## config.mk

```make
export PLATFORM = sky130hd
export DESIGN_NAME = issc_ctrl
export DESIGN_NICKNAME = d
export VERILOG_FILES = /design/src/issc_pkg.sv /design/src/issc_ret_stack.sv /design/src/issc_ctrl.sv
export VERILOG_INCLUDE_DIRS = /design/src
export SDC_FILE = /design/constraint.sdc
export NUM_CORES = 1
export LEC_CHECK = 0
export ABC_CLOCK_PERIOD_IN_PS = 3160
export BUFFER_PORTS_ARGS = -buffer_cell sky130_fd_sc_hd__buf_4
export CAP_MARGIN = 20
export CORE_ASPECT_RATIO = 0.8
export CORE_MARGIN = 8
export CORE_UTILIZATION = 45
export CTS_CLUSTER_DIAMETER = 200
export CTS_CLUSTER_SIZE = 28
export DETAILED_ROUTE_END_ITERATION = 8
export PLACE_DENSITY = 0.71
export SLEW_MARGIN = 20
export SYNTH_ARGS = -nofsm -noshare
export SYNTH_HDL_FRONTEND = slang
export SYNTH_SLANG_ARGS = --single-unit
```

## constraint.sdc

```tcl
create_clock -name sys_clk_i -period 3.16 [get_ports sys_clk_i]
set_clock_uncertainty 0.05 [all_clocks]
set_input_delay 0.316 -clock sys_clk_i [delete_from_list [all_inputs] [get_ports sys_clk_i]]
set_output_delay 0.316 -clock sys_clk_i [all_outputs]
set_load 0.02 [all_outputs]
```

## src/issc_consts.svh

```systemverilog
/*
 * constants for the interrupt, call stack and sleep controller:
 * register offsets, field positions, vector addresses and widths.
 * assumes a single core clock and an avalon-mm slave port.
 */
`ifndef ISSC_CONSTS_SVH
`define ISSC_CONSTS_SVH

// ************************************************************
// register offsets (byte address is four times the index)
// ************************************************************
`define ISSC_IDX_TIMER_MASK 8'h39
`define ISSC_IDX_EXT_MASK 8'h3b
`define ISSC_IDX_CORE_CTRL 8'h35
`define ISSC_IDX_TIMER_FLAGS 8'h38
`define ISSC_IDX_EXT_FLAGS 8'h3a
`define ISSC_IDX_STATUS 8'h3f
`define ISSC_IDX_SLEEP_STATE 8'h3e

// ************************************************************
// field positions
// ************************************************************
`define ISSC_BIT_EXT0_EN 6
`define ISSC_BIT_TOV_EN 1
`define ISSC_BIT_SE 5
`define ISSC_BIT_SM 4
`define ISSC_BIT_GIE 7
`define ISSC_BIT_ACMP 0
`define ISSC_EXT_MASK_RSVD 8'h80

// ************************************************************
// widths and vectors
// ************************************************************
`define ISSC_PC_W 9
`define ISSC_OFS_W 12
`define ISSC_STACK_DEPTH 3
`define ISSC_VEC_RESET 9'h000
`define ISSC_VEC_EXT0 9'h001
`define ISSC_VEC_TOV 9'h002
`define ISSC_VEC_ACMP 9'h003
`define ISSC_RST_VAL 8'h00

`endif

```

## src/issc_pkg.sv

```systemverilog
/*
 * types for the interrupt, call stack and sleep controller.
 * assumes the constants header is available for widths.
 */
`default_nettype none

package issc_pkg;
  // sleep controller states, one-hot
  typedef enum logic [2:0] {
    ISSC_RUN = 3'b001,
    ISSC_IDLE = 3'b010,
    ISSC_PDOWN = 3'b100
  } issc_sleep_t;

  // instruction sequencer stack command
  typedef enum logic [1:0] {
    ISSC_STK_NONE = 2'h0,
    ISSC_STK_PUSH = 2'h1,
    ISSC_STK_POP = 2'h2
  } issc_stk_op_t;
endpackage

`default_nettype wire

```

## src/issc_ret_stack.sv

```systemverilog
/*
 * three-entry return address stack for calls and interrupt entry.
 * assumes one push or pop per cycle from the caller; no overflow flag.
 */
`include "issc_consts.svh"
`default_nettype none

module issc_ret_stack (
  // clock and reset
  input wire logic sys_clk_i,
  input wire logic rstn_i,
  // stack command
  input wire logic push_i,
  input wire logic pop_i,
  input wire logic [`ISSC_PC_W-1:0] push_data_i,
  // top of stack
  output logic [`ISSC_PC_W-1:0] top_o
);

  logic [`ISSC_PC_W-1:0] level_q [`ISSC_STACK_DEPTH];

  // *********************************************************
  // stack levels
  // *********************************************************
  // entry zero takes the new value, deeper entries shift
  genvar g;
  generate
    for (g = 0; g < `ISSC_STACK_DEPTH; g++) begin : g_lvl
      logic [`ISSC_PC_W-1:0] from_above;
      logic [`ISSC_PC_W-1:0] from_below;
      // neighbours; the bottom entry keeps its value on a pop
      if (g == 0) begin : g_first
        assign from_above = push_data_i;
      end else begin : g_next
        assign from_above = level_q[g-1]; // oldest drops out
      end
      if (g == `ISSC_STACK_DEPTH-1) begin : g_last
        assign from_below = level_q[g];
      end else begin : g_prev
        assign from_below = level_q[g+1];
      end
      always_ff @(posedge sys_clk_i or negedge rstn_i) begin
        if (!rstn_i) begin
          level_q[g] <= '0;
        end else if (push_i) begin
          level_q[g] <= from_above;
        end else if (pop_i) begin
          level_q[g] <= from_below;
        end
      end
    end
  endgenerate

  assign top_o = level_q[0];

endmodule

`default_nettype wire

```

## src/issc_ctrl.sv

```systemverilog
/*
 * interrupt, call stack and sleep controller of a small 8-bit core.
 * holds global enable, pending flags, mask registers, priority pick,
 * the return address stack, relative target math and sleep modes.
 * assumes the sequencer gives one-cycle command pulses and that
 * software reaches the registers over avalon-mm with waitrequest.
 */
// Behaviour
// - three return-address entries of nine bits each
// - call or interrupt entry pushes to entry zero, shifts deeper
// - return takes entry zero and shifts deeper entries up
// - beyond three nestings the oldest entry is lost silently
// - relative target is pc plus signed offset plus one
// - accepting an interrupt clears global enable
// - interrupt return or software write sets global enable
// - vectoring clears the flag of the taken source
// - writing one clears a flag, zero leaves it
// - flags set and hold even while their enable is clear
// - held flags are served in priority order once enabled
// - level external request has no latched flag
// - status register is never saved or restored by hardware
// - top bit of external mask reads zero
// - sleep only with sleep enable set and sleep executed
// - enabled interrupt wakes, handler runs, then resumes
// - reset while asleep restarts from the reset vector
// - mode select clear gives idle, interrupts still wake
// - wake from idle restarts at once
// - mode select set gives power-down, only level zero wakes
`include "issc_consts.svh"
`default_nettype none

module issc_ctrl (
  // clock and reset
  input wire logic sys_clk_i,
  input wire logic rstn_i,
  // avalon-mm slave
  input wire logic [7:0] avs_address_i,
  input wire logic avs_read_i,
  input wire logic avs_write_i,
  input wire logic [31:0] avs_writedata_i,
  output logic [31:0] avs_readdata_o,
  output logic avs_waitrequest_o,
  // interrupt sources
  input wire logic ext_external_interrupt_zero_n_i,
  input wire logic ext_external_interrupt_zero_edge_i,
  input wire logic timer_ovf_i,
  input wire logic acmp_i,
  // instruction sequencer
  input wire logic [`ISSC_PC_W-1:0] pc_i,
  input wire logic [`ISSC_OFS_W-1:0] rel_ofs_i,
  input wire logic rel_call_i,
  input wire logic rel_jump_i,
  input wire logic sub_ret_i,
  input wire logic int_ret_i,
  input wire logic sleep_i,
  input wire logic int_ack_i,
  // sequencer results
  output logic [`ISSC_PC_W-1:0] next_pc_o,
  output logic next_pc_vld_o,
  output logic int_req_o,
  output logic [`ISSC_PC_W-1:0] int_vec_o,
  output logic cpu_halt_o,
  output logic osc_stop_o,
  output logic global_en_o
);

  // *********************************************************
  // state
  // *********************************************************
  logic [7:0] timer_mask_q;
  logic [7:0] ext_mask_q;
  logic [7:0] ctrl_q;
  logic gie_q;
  logic ext0_flag_q;
  logic tov_flag_q;
  logic acmp_flag_q;
  issc_pkg::issc_sleep_t sleep_q;
  logic [31:0] rdata_q;
  logic wait_q;
  logic [`ISSC_PC_W-1:0] next_pc_q;
  logic next_pc_vld_q;
  logic int_req_q;
  logic [`ISSC_PC_W-1:0] int_vec_q;
  logic [`ISSC_PC_W-1:0] stack_top;
  logic [`ISSC_PC_W-1:0] rel_target;
  logic [`ISSC_PC_W-1:0] ret_addr;
  logic [`ISSC_PC_W-1:0] win_vec;
  logic win_any;
  logic ext0_req;
  logic tov_req;
  logic acmp_req;
  logic wr_acc;
  logic rd_acc;
  logic take_int;
  logic [7:0] wbyte;

  // *********************************************************
  // bus decode
  // *********************************************************
  // register hit test used by read and write paths
  function automatic logic hit(input logic [7:0] a, input logic [7:0] idx);
    hit = (a == idx);
  endfunction

  // one wait state: the access completes when waitrequest drops
  assign wr_acc = avs_write_i && !wait_q;
  assign rd_acc = avs_read_i && !wait_q;
  assign wbyte = avs_writedata_i[7:0];

  // waitrequest high for the first cycle of each access
  always_ff @(posedge sys_clk_i or negedge rstn_i) begin
    if (!rstn_i) begin
      wait_q <= 1'b1;
    end else if ((avs_read_i || avs_write_i) && wait_q) begin
      wait_q <= 1'b0;
    end else begin
      wait_q <= 1'b1;
    end
  end

  // *********************************************************
  // mask and control registers
  // *********************************************************
  // software-written masks; top external bit held zero
  always_ff @(posedge sys_clk_i or negedge rstn_i) begin
    if (!rstn_i) begin
      timer_mask_q <= `ISSC_RST_VAL;
      ext_mask_q <= `ISSC_RST_VAL;
      ctrl_q <= `ISSC_RST_VAL;
    end else if (wr_acc) begin
      if (hit(avs_address_i, `ISSC_IDX_TIMER_MASK)) begin
        timer_mask_q <= wbyte;
      end
      if (hit(avs_address_i, `ISSC_IDX_EXT_MASK)) begin
        ext_mask_q <= wbyte & ~`ISSC_EXT_MASK_RSVD;
      end
      if (hit(avs_address_i, `ISSC_IDX_CORE_CTRL)) begin
        ctrl_q <= wbyte;
      end
    end
  end

  // *********************************************************
  // interrupt requests and priority
  // *********************************************************
  // level request has no flag, seen only while low
  assign ext0_req = !ext_external_interrupt_zero_n_i && ext_mask_q[`ISSC_BIT_EXT0_EN];
  assign tov_req = tov_flag_q && timer_mask_q[`ISSC_BIT_TOV_EN];
  assign acmp_req = acmp_flag_q;

  // lowest vector first
  always_comb begin
    win_any = 1'b1;
    if (ext0_req || (ext0_flag_q && ext_mask_q[`ISSC_BIT_EXT0_EN])) begin
      win_vec = `ISSC_VEC_EXT0;
    end else if (tov_req) begin
      win_vec = `ISSC_VEC_TOV;
    end else if (acmp_req) begin
      win_vec = `ISSC_VEC_ACMP;
    end else begin
      win_vec = `ISSC_VEC_RESET;
      win_any = 1'b0;
    end
  end

  // request held back until global enable is set
  always_ff @(posedge sys_clk_i or negedge rstn_i) begin
    if (!rstn_i) begin
      int_req_q <= 1'b0;
      int_vec_q <= `ISSC_VEC_RESET;
    end else begin
      int_req_q <= win_any && gie_q && !take_int;
      int_vec_q <= win_vec;
    end
  end

  assign take_int = int_ack_i && int_req_q;

  // *********************************************************
  // pending flags
  // *********************************************************
  // set wins over clear; flags hold regardless of enables
  always_ff @(posedge sys_clk_i or negedge rstn_i) begin
    if (!rstn_i) begin
      ext0_flag_q <= 1'b0;
      tov_flag_q <= 1'b0;
      acmp_flag_q <= 1'b0;
    end else begin
      if (ext0_edge_clr()) begin
        ext0_flag_q <= 1'b0;
      end
      if (ext_external_interrupt_zero_edge_i) begin
        ext0_flag_q <= 1'b1;
      end
      if (take_int && int_vec_q == `ISSC_VEC_TOV) begin
        tov_flag_q <= 1'b0;
      end else if (wr_acc && hit(avs_address_i, `ISSC_IDX_TIMER_FLAGS)
                   && wbyte[`ISSC_BIT_TOV_EN]) begin
        tov_flag_q <= 1'b0;
      end
      if (timer_ovf_i) begin
        tov_flag_q <= 1'b1;
      end
      if (take_int && int_vec_q == `ISSC_VEC_ACMP) begin
        acmp_flag_q <= 1'b0;
      end else if (wr_acc && hit(avs_address_i, `ISSC_IDX_EXT_FLAGS)
                   && wbyte[`ISSC_BIT_ACMP]) begin
        acmp_flag_q <= 1'b0;
      end
      if (acmp_i) begin
        acmp_flag_q <= 1'b1;
      end
    end
  end

  // clear of the edge flag by vectoring or write-one
  function automatic logic ext0_edge_clr();
    ext0_edge_clr = (take_int && int_vec_q == `ISSC_VEC_EXT0)
      || (wr_acc && hit(avs_address_i, `ISSC_IDX_EXT_FLAGS)
          && wbyte[`ISSC_BIT_EXT0_EN]);
  endfunction

  // *********************************************************
  // global interrupt enable
  // *********************************************************
  // status bit only; no save or restore on entry or return
  always_ff @(posedge sys_clk_i or negedge rstn_i) begin
    if (!rstn_i) begin
      gie_q <= 1'b0;
    end else if (take_int) begin
      gie_q <= 1'b0;
    end else if (int_ret_i) begin
      gie_q <= 1'b1;
    end else if (wr_acc && hit(avs_address_i, `ISSC_IDX_STATUS)) begin
      gie_q <= wbyte[`ISSC_BIT_GIE];
    end
  end

  // *********************************************************
  // return stack and relative target
  // *********************************************************
  // pc plus sign-extended offset plus one, wrapped to pc width;
  // a call returns to the word after itself
  assign rel_target = `ISSC_PC_W'(pc_i + rel_ofs_i[`ISSC_PC_W-1:0]
                      + `ISSC_PC_W'(1));
  assign ret_addr = `ISSC_PC_W'(pc_i + `ISSC_PC_W'(1));

  issc_ret_stack u_stack (
    .sys_clk_i(sys_clk_i),
    .rstn_i(rstn_i),
    .push_i(rel_call_i || take_int),
    .pop_i(sub_ret_i || int_ret_i),
    .push_data_i(take_int ? pc_i : ret_addr),
    .top_o(stack_top)
  );

  // redirect for jumps, calls and returns
  always_ff @(posedge sys_clk_i or negedge rstn_i) begin
    if (!rstn_i) begin
      next_pc_q <= `ISSC_VEC_RESET;
      next_pc_vld_q <= 1'b0;
    end else begin
      next_pc_vld_q <= rel_call_i || rel_jump_i || sub_ret_i || int_ret_i;
      if (rel_call_i || rel_jump_i) begin
        next_pc_q <= rel_target;
      end else if (sub_ret_i || int_ret_i) begin
        next_pc_q <= stack_top;
      end
    end
  end

  // *********************************************************
  // sleep controller
  // *********************************************************
  // enter on sleep with enable set; idle or power-down by mode bit
  always_ff @(posedge sys_clk_i or negedge rstn_i) begin
    if (!rstn_i) begin
      sleep_q <= issc_pkg::ISSC_RUN;
    end else begin
      unique case (sleep_q)
        issc_pkg::ISSC_RUN: begin
          if (sleep_i && ctrl_q[`ISSC_BIT_SE]) begin
            if (ctrl_q[`ISSC_BIT_SM]) begin
              sleep_q <= issc_pkg::ISSC_PDOWN;
            end else begin
              sleep_q <= issc_pkg::ISSC_IDLE;
            end
          end
        end
        issc_pkg::ISSC_IDLE: begin
          if (win_any) begin
            sleep_q <= issc_pkg::ISSC_RUN;
          end
        end
        issc_pkg::ISSC_PDOWN: begin
          // level low on input zero is the only interrupt wake
          if (ext0_req) begin
            sleep_q <= issc_pkg::ISSC_RUN;
          end
        end
        default: begin
          sleep_q <= issc_pkg::ISSC_RUN;
        end
      endcase
    end
  end

  // *********************************************************
  // read data
  // *********************************************************
  // unmapped addresses read zero
  always_ff @(posedge sys_clk_i or negedge rstn_i) begin
    if (!rstn_i) begin
      rdata_q <= 32'h0000_0000;
    end else if (avs_read_i && wait_q) begin
      rdata_q <= 32'h0000_0000;
      if (hit(avs_address_i, `ISSC_IDX_TIMER_MASK)) begin
        rdata_q[7:0] <= timer_mask_q;
      end
      if (hit(avs_address_i, `ISSC_IDX_EXT_MASK)) begin
        rdata_q[7:0] <= ext_mask_q & ~`ISSC_EXT_MASK_RSVD;
      end
      if (hit(avs_address_i, `ISSC_IDX_CORE_CTRL)) begin
        rdata_q[7:0] <= ctrl_q;
      end
      if (hit(avs_address_i, `ISSC_IDX_TIMER_FLAGS)) begin
        rdata_q[`ISSC_BIT_TOV_EN] <= tov_flag_q;
      end
      if (hit(avs_address_i, `ISSC_IDX_EXT_FLAGS)) begin
        rdata_q[`ISSC_BIT_EXT0_EN] <= ext0_flag_q;
        rdata_q[`ISSC_BIT_ACMP] <= acmp_flag_q;
      end
      if (hit(avs_address_i, `ISSC_IDX_STATUS)) begin
        rdata_q[`ISSC_BIT_GIE] <= gie_q;
      end
      if (hit(avs_address_i, `ISSC_IDX_SLEEP_STATE)) begin
        rdata_q[2:0] <= sleep_q;
      end
    end
  end

  // *********************************************************
  // outputs
  // *********************************************************
  assign avs_readdata_o = rdata_q;
  assign avs_waitrequest_o = wait_q;
  assign next_pc_o = next_pc_q;
  assign next_pc_vld_o = next_pc_vld_q;
  assign int_req_o = int_req_q;
  assign int_vec_o = int_vec_q;
  assign cpu_halt_o = (sleep_q != issc_pkg::ISSC_RUN);
  assign osc_stop_o = (sleep_q == issc_pkg::ISSC_PDOWN);
  assign global_en_o = gie_q;

  // unused high write bits
  logic unused_w;
  assign unused_w = ^avs_writedata_i[31:8] ^ rd_acc;

endmodule

`default_nettype wire

```

* Word level (Yosys, flattened, before mapping) *
Cells that the tools add are included.

cells by class
  add/subtract/negate cells = 3
  equality and inequality tests = 17
  mux-type cells = 38
  reductions and logical operators = 40

operators with widths
  operator                                                          number
  9-bit two-way mux                                                 7
  8-bit by 6-bit == test with 1-bit output (second input constant)  7
  8-bit two-way mux                                                 3
  1-bit logical AND                                                 19
  1-bit two-way mux                                                 19
  9-bit by 1-bit adder with 9-bit output (second input constant)    2
  9-bit by 2-bit == test with 1-bit output (second input constant)  2
  3-bit two-way mux                                                 5
  9-bit adder                                                       1
  9-bit by 1-bit == test with 1-bit output (second input constant)  1
  3-bit case mux with 3 select lines                                1
  3-bit nonzero test                                                3
  1-bit logical OR                                                  8
  2-bit two-way mux                                                 3
  2-bit AND reduction                                               3
  2-bit nonzero test                                                3
  2-bit != test (second input constant)                             2
  3-bit by 1-bit == test with 1-bit output (second input constant)  1
  3-bit by 2-bit == test with 1-bit output (second input constant)  1
  3-bit == test (second input constant)                             1
  1-bit zero test                                                   3
  3-bit by 1-bit != test with 1-bit output (second input constant)  1
  3-bit AND reduction                                               1
  2-bit by 1-bit != test with 1-bit output (second input constant)  1

word-level totals
  flip-flop bits (word level) = 86

* Logic depth before layout (Yosys ltp) *
Gate-level depths: netlist of run 1.

  word-level depth = 7
  depth in mapped cells = 7
  gate-level depth less buffers = 7

* Hierarchy *
From an unflattened synthesis of run 1, not the netlist that was laid out.

second synthesis, totals
  cell total of the unflattened synthesis = 433
  area total of the unflattened synthesis = 4469.3 um2

modules (own cells, without submodules)
  module          instances  cells an instance  area an instance (um2)
  issc_ctrl       1          336                3266.9
  issc_ret_stack  1          97                 1202.4

* Least setup slack after synthesis of run 1 *
Ideal clock, no wire load.

  path type = reg-to-reg
  from = register int_req_q, in the netlist int_req_o
  to = register u_stack.level_q, in the netlist u_stack.g_lvl[1].from_below[6]
  library setup time = 0.125 ns
  arrival time = 1.686 ns
  data required time = 2.985 ns
  setup slack = 1.299 ns
  cell stages (with the launch flop) = 6
  buffers on the path = 2
  period minus slack after synthesis = 1.861 ns
  cell sequence = dfrtp_1 > and2_1 > clkbuf_1 > nor2_2 > buf_2 > mux2_2

on the way
  word-level cells in the longest chain between the ends = 2

RTL lines
  item                           line                  source
  start, declared                issc_ctrl.sv:82       logic int_req_q;
  start signal, assigned         issc_ctrl.sv:172      int_req_q <= win_any && gie_q && !take_int;
  1-bit logical AND              issc_ctrl.sv:177      assign take_int = int_ack_i && int_req_q;
  1-bit logical OR               issc_ctrl.sv:251      .push_i(rel_call_i || take_int),
  end signal, assigned by index  issc_ret_stack.sv:46  level_q[g] <= from_above;
  end signal, assigned by index  issc_ret_stack.sv:48  level_q[g] <= from_below;
  end, declared                  issc_ret_stack.sv:20  logic [`ISSC_PC_W-1:0] level_q [`ISSC_STACK_DEPTH];

No other way between the ends.
A chain may end at the register's enable or synchronous reset.

* Final worst setup path of run 1 *
  from = input avs_address_i[6]
  to = register ext_mask_q[0]

on the way
  word-level cells in the longest chain between the ends = 2

RTL lines
  item                                      line              source
  start, declared                           issc_ctrl.sv:37   input wire logic [7:0] avs_address_i,
  8-bit by 6-bit == test with 1-bit output  issc_ctrl.sv:102  hit = (a == idx);
  2-bit AND reduction (no line)             -
  end signal, assigned                      issc_ctrl.sv:128  ext_mask_q <= `ISSC_RST_VAL;
  end signal, assigned                      issc_ctrl.sv:135  ext_mask_q <= wbyte & ~`ISSC_EXT_MASK_RSVD;
  end, declared                             issc_ctrl.sv:71   logic [7:0] ext_mask_q;

No other way between the ends.

==> results of run 1 <==
-- final cells by class --
type / instances / area share
clock buffers: 11 / 0.04369
clock inverters: 5 / 0.01104
inverters: 11 / 0.007752
multi-input cells: 322 / 0.4268
flip-flops and latches: 79 / 0.3716
well taps: 136 / 0.03195
repair buffers: 76 / 0.1071
-- sequential cells by signal (all words and copies together) (netlist names) --
signal and count:
u_stack.g_lvl.from_below 18, next_pc_o 9, u_stack.top_o 9, avs_readdata_o 8
ctrl_q 8, timer_mask_q 8, ext_mask_q 7, sleep_q 3
int_vec_o 2, acmp_flag_q 1, avs_waitrequest_o 1, ext0_flag_q 1
global_en_o 1, int_req_o 1, next_pc_vld_o 1, tov_flag_q 1
-- worst paths after layout --
path,startpoint,endpoint,slack (ns),cells past startpoint
max in group asynchronous,rstn_i,next_pc_o[5],2.30,1
max reg2reg,avs_waitrequest_o,ext_mask_q[0],1.15,4
min,rstn_i,sleep_q[2],0.08,1
min in group sys_clk_i,avs_write_i,avs_waitrequest_o,0.10,2
max,avs_address_i[6],ext_mask_q[0],1.11,5
min reg2reg,avs_readdata_o[1],avs_readdata_o[1],0.43,2
-- power by group through the flow --
stage               clock network (mW)  logic [mW]  registers (mW)
floorplan                            0       0.490            1.38
global placement                     0       0.728            1.35
detailed placement                   0       0.749            1.37
CTS                               1.04       0.757            1.35
global route                      1.09       0.828            1.38
finish                            1.03       0.750            1.35
-- layer usage --
layer / share of wire / vias up
li1: - / 1637
met1: 0.43 / 1725
met2: 0.49 / 109
met3: 0.063 / 15
met4: 0.016 / 0
met5: 0 / -
-- synth_stat cells, types with 3 or more instances --
| cell type | n | area share |
|---|---|---|
| a211oi_1 | 7 | 0.012 |
| a21oi_1 | 20 | 0.022 |
| a22o_1 | 7 | 0.014 |
| a31o_2 | 3 | 0.0058 |
| a32oi_1 | 6 | 0.012 |
| and3_1 | 3 | 0.0042 |
| buf_2 | 7 | 0.0078 |
| buf_4 | 34 | 0.057 |
| clkbuf_1 | 9 | 0.0075 |
| dfrtp_1 | 77 | 0.43 |
| ha_1 | 9 | 0.025 |
| inv_1 | 10 | 0.0083 |
| mux2_2 | 32 | 0.080 |
| mux2_4 | 8 | 0.027 |
| mux2i_1 | 23 | 0.051 |
| nand2_1 | 28 | 0.023 |
| nand2b_1 | 7 | 0.0097 |
| nand3_1 | 16 | 0.018 |
| nand3b_1 | 5 | 0.0083 |
| nand4_1 | 4 | 0.0056 |
| nor2_1 | 28 | 0.023 |
| nor2b_1 | 5 | 0.0070 |
| nor3_1 | 11 | 0.012 |
| nor3b_1 | 3 | 0.0050 |
| o21ai_0 | 18 | 0.020 |
| o31ai_1 | 3 | 0.0050 |
| xnor2_1 | 6 | 0.012 |
-- cell families after synthesis --
group | Yosys count
compound gates | 83
xor+xnor | 8
fa+ha+maj | 10
buf+inv | 61
flops | 79
mux | 63
other cells | 1
simple gates | 127
==> results.yml, run 1 <==
run_status:
  status: "finished clean"
timing:
  drv_slew: 0
  fin_crit_ns: 2.054
  fin_hold_ws_ns: 0.08394
  fin_ws_ns: 1.106
  setup_viol: 0
  grt_setup_unrepaired: "no"
  finalCritPeriodShare: 0.6500
  setup-tns-final_ns: 0
  worst_slew_pin_slew_ns: 1.008
  max_freq_ghz: 0.4868
  relSlewSlack: 0.3282
  hold_violations: 0
global_routing:
  grt_pass1_vias: 3602
  grt_overflow: 0
  antenna_found_initial: 0
  met2_usage: 0.2703
  met1_usage: 0.2145
  grt_use_met3: 0.03827
  grt_usage: 0.1661
  grt.busiest_layer: "met2"
  grt_start_max_net_pins: 80
  grt_pass1_wl_um: 18060
final_layout:
  multi_input_area_sq_um: 2273
  num-nets-final: 584
  fillers: 868
  layout_commonest_cell: "dfrtp_1"
  syn_to_final_growth_pct: 18.41
  ff_latch_area_sq_um: 1979
  design_area_sq_um: 5326
  layout_common_cells: "dfrtp_1, buf_4, mux2_2, conb_1, nand2_1"
  layout.cells.non_filler: 640
  finish.utilization: 0.5497
  antennaDiodeCount: 0
  drive_gt1_frac: 0.2837
synth:
  synth_fa_ha_area_frac: 0.02949
  synth_xor_xnor_area_share: 0.01558
  seq_area_frac_synth: 0.4401
  avgSynthCellArea_sq_um: 10.41
  netlist_instances: 432
  synth_seq_cells: 79
  yosys.cell_types.count: 62
  synth_mux_area_frac: 0.1580
  synth_edf_count: 0
  synth_area_sq_um: 4498
  ys_warn_count: 0
  synth_top_family_by_area: "multiplexers"
  synth_ff_type: "dfrtp_1"
  synthArstFlopShare: 1.000
  synth-compound-area-share: 0.1266
  yosys.area_share.simple: 0.1483
clock_tree:
  ctsLongestPathBuffers: 2
  numCtsBuffers: 9
  clock_sinks: 79
  clk_latency_ns: 0.33
  clockRootBuffer: "clkbuf_16"
  cts.clk_slew.worst_paths_ns: 0.06
  cts_tree: "built"
  postCtsSetupBuffers: 0
  cts_resized: 0
  htreeDepth: 3
  hold_buffers: 0
place:
  gp_congestion: 0.8534
  dpl_cell_area_sq_um: 5035
  pre_cts_ws_ns: 0.8259
  io_buffers: 72
  dp.cells: 624
  hpwl_um: 8246
die:
  die_w_um: 127.8
  initial_core_util: 0.4642
  die_h_um: 105.4
  rows: 32
  core_sq_um: 9689
  io_pins: 131
  die-area_sq_um: 13470
pwr:
  p_switching_mw: 0.9555
  powerDensity_nw_per_um2: 586.7
  p_int_mw: 2.170
  p_total_mw: 3.125
  leakage_nw: 2.425
  swShare: 0.3057
  power_frac_seq: 0.432
  comb_power_share: 0.240
  pwr-share-clk: 0.328
  vdd_drop_max_uv: 248.5
critical_path:
  critical_path.startpoint_type: "input port"
  crit_type: "in2reg"
  critical_path.endpoint_type: "flip-flop"
  critPathSlowestCell: "and3_1"
  critical_path.max_stage_delay_ns: 0.50
  cp_top_family: "simple AND/OR/NAND/NOR gates"
  cp_data_required_time_ns: 3.33
  path_buf_inv: 1
  arrival_ns: 2.22
  worstPathMaxFanout: 9
  path_cells: "buf_4, nand4bb_1, nor3_2, and3_1, mux2_2"
routing:
  drtIter0Drc: 231
  vias_per_cell: 5.447
  drtPass1Iterations: 4
  route.detailed.drc: 0
  avgRoutedWirePerCell_um: 17.41
  routed_wl_um: 11140
  ant_nets: 0
  via_count: 3486
job:
  cap_violations: 0
worst_hold_path:
  hold_path_class: "in2async"
Power figures use the tool's default switching activity.
==> inputs of run 2 (changes only) <==
--- a/config.mk
+++ b/config.mk
@@ -6,7 +6,7 @@
 export SDC_FILE = /design/constraint.sdc
 export NUM_CORES = 1
 export LEC_CHECK = 0
-export ABC_CLOCK_PERIOD_IN_PS = 3160
+export ABC_CLOCK_PERIOD_IN_PS = 2100
 export BUFFER_PORTS_ARGS = -buffer_cell sky130_fd_sc_hd__buf_4
 export CAP_MARGIN = 20
 export CORE_ASPECT_RATIO = 0.8
==> constraint.sdc (replaced) <==
create_clock -name sys_clk_i -period 2.1 [get_ports sys_clk_i]
set_clock_uncertainty 0.05 [all_clocks]
set_input_delay 0.21 -clock sys_clk_i [delete_from_list [all_inputs] [get_ports sys_clk_i]]
set_output_delay 0.21 -clock sys_clk_i [all_outputs]
set_load 0.02 [all_outputs]
==> run 2 against run 1 <==
Net effect: global-route usage rose by 0.42 points; hold slack got worse by 0.073 ns; non-clock buffer count rose by 18; total power rose by 57%; worst setup slack got worse by 0.79 ns; highest routed layer unchanged; design area rose by 3.9%; first-iteration DRC count rose by 29%.
==> results.yml, run 2 (synthesis results as in run 1) <==
run_status:
  status: "finished clean"
critical_path:
  cp_num_cells: 4
  r2r-start: "avs_waitrequest_o"
  endpoint: "ctrl_q[0]"
  critical_path.max_stage_delay_ns: 0.54
  critPathSlowestCell: "or4b_1"
  crit-reg2reg-capture: "ctrl_q[0]"
  worstPathMaxFanout: 6
  path_cells: "nand2b_1, or4b_1, buf_4, mux2_4"
  cp_data_required_time_ns: 2.27
  critical_path.endpoint_type: "flip-flop"
  r2r_cells: 4
  rrSetupSlack_ns: 0.31
  path_buf_inv: 1
  crit_path_start: "avs_waitrequest_o"
  crit_type: "reg2reg"
  arrival_ns: 1.96
  cp_top_family: "simple AND/OR/NAND/NOR gates"
  critical_path.startpoint_type: "flip-flop"
clock_tree:
  cts_resized: 0
  clk_latency_ns: 0.34
  numCtsBuffers: 9
  cts_tree: "built"
  htreeDepth: 3
  clock_sinks: 79
  clockRootBuffer: "clkbuf_16"
  ctsLongestPathBuffers: 2
  postCtsSetupBuffers: 0
  cts.clk_slew.worst_paths_ns: 0.06
routing:
  via_count: 3527
  topRoutingLayerUsed: "met4"
  m1WireLength_um: 4982
  drtPass1Iterations: 4
  drtIter0Drc: 297
  avgRoutedWirePerCell_um: 17.13
  wl_met2_um: 5430
  vias_per_cell: 5.360
  route.detailed.drc: 0
  routed_wl_um: 11270
  wl_met3_um: 746
  ant_nets: 0
timing:
  worst_slew_pin_slew_ns: 0.5649
  max_freq_ghz: 0.5598
  fin_hold_ws_ns: 0.01124
  hold_violations: 0
  grt_setup_unrepaired: "no"
  drv_slew: 0
  setup-tns-final_ns: 0
  fin_ws_ns: 0.3135
  setup_viol: 0
  fin_crit_ns: 1.786
  finalCritPeriodShare: 0.8507
  relSlewSlack: 0.6220
final_layout:
  largest_register_ff_count: 18
  syn_to_final_growth_pct: 23.00
  num-nets-final: 602
  drive_gt1_frac: 0.3065
  antennaDiodeCount: 0
  layout_common_cells: "buf_4, dfrtp_1, mux2_2, conb_1, nand2_1"
  layout.cells.non_filler: 658
  layout_commonest_cell: "buf_4"
pwr:
  leakage_nw: 2.547
  comb_power_share: 0.238
  p_switching_mw: 1.457
  powerDensity_nw_per_um2: 888.3
  vdd_drop_max_uv: 379.2
  pwr-share-clk: 0.348
  swShare: 0.2965
  power_frac_seq: 0.414
  p_total_mw: 4.915
  p_int_mw: 3.457
die:
  die_w_um: 127.8
  core_sq_um: 9689
  die-area_sq_um: 13470
  die_h_um: 105.4
  io_pins: 131
  initial_core_util: 0.4642
  rows: 32
global_routing:
  grt_pass1_wl_um: 18570
  grt_overflow: 0
  antenna_found_initial: 0
  grt_usage: 0.1703
  grt_start_max_net_pins: 56
  grt_pass1_vias: 3711
place:
  pre_cts_ws_ns: 0.1821
  dp.cells: 639
  gp_congestion: 0.8892
  io_buffers: 72
  hpwl_um: 8547
worst_hold_path:
  hold_path_class: "in2reg"
job:
  cap_violations: 0
[run 2: power groups by stage]
stage                     Clock [mW]  Sequential, mW  Combinational (mW)
final                           1.71            2.04                1.17
after global routing            1.78            2.08                1.30
after CTS                       1.74            2.04                1.18
after detailed placement           0            2.06                1.17
after global placement             0            2.04                1.13
after floorplan                    0            2.07               0.737
[run 2: per-stage QoR]
step	area, sq um	util
2_1_floorplan	4611	-
3_3_place_gp	5172	0.5338
3_5_place_dp	5172	0.5338
4_1_cts	5533	0.5710
5_1_grt	5533	0.5710
6_report	5533	0.5710
[run 2: how the worst min path moves through the flow]
stage | from | endpoint | slack, ns | cells past startpoint
global route | ext_external_interrupt_zero_edge_i | ext0_flag_q | 0.002 | 2
CTS | ext_external_interrupt_zero_edge_i | ext0_flag_q | 0.005 | 2
floorplan | rstn_i | acmp_flag_q | -0.14 | 0
detailed placement | rstn_i | ext_mask_q[4] | 0.09 | 1
global placement | rstn_i | ext_mask_q[4] | 0.08 | 1
finish | ext_external_interrupt_zero_edge_i | ext0_flag_q | 0.01 | 2
[run 2: area by class of cell]
cell class | instances | area (sq um)
clock buffer | 10 | 239.0
inverter | 11 | 41.29
multi-input combinational | 322 | 2273
timing repair buffer | 94 | 738.2
sequential | 79 | 1979
fill | 870 | 4156
clock inverter | 6 | 91.34
tap | 136 | 170.2
[run 2: metal layers]
| metal | vias up | global-route usage |
|---|---|---|
| met1 | 1727 | 0.2181 |
| met5 | - | 0 |
| met2 | 123 | 0.2793 |
| li1 | 1670 | - |
| met3 | 7 | 0.04431 |
| met4 | 0 | 0.04572 |
[run 2: timing repair]
item,CTS,global route
endpoints found under the hold margin,24,0
setup endpoints to repair,0,0
hold buffers,3,0
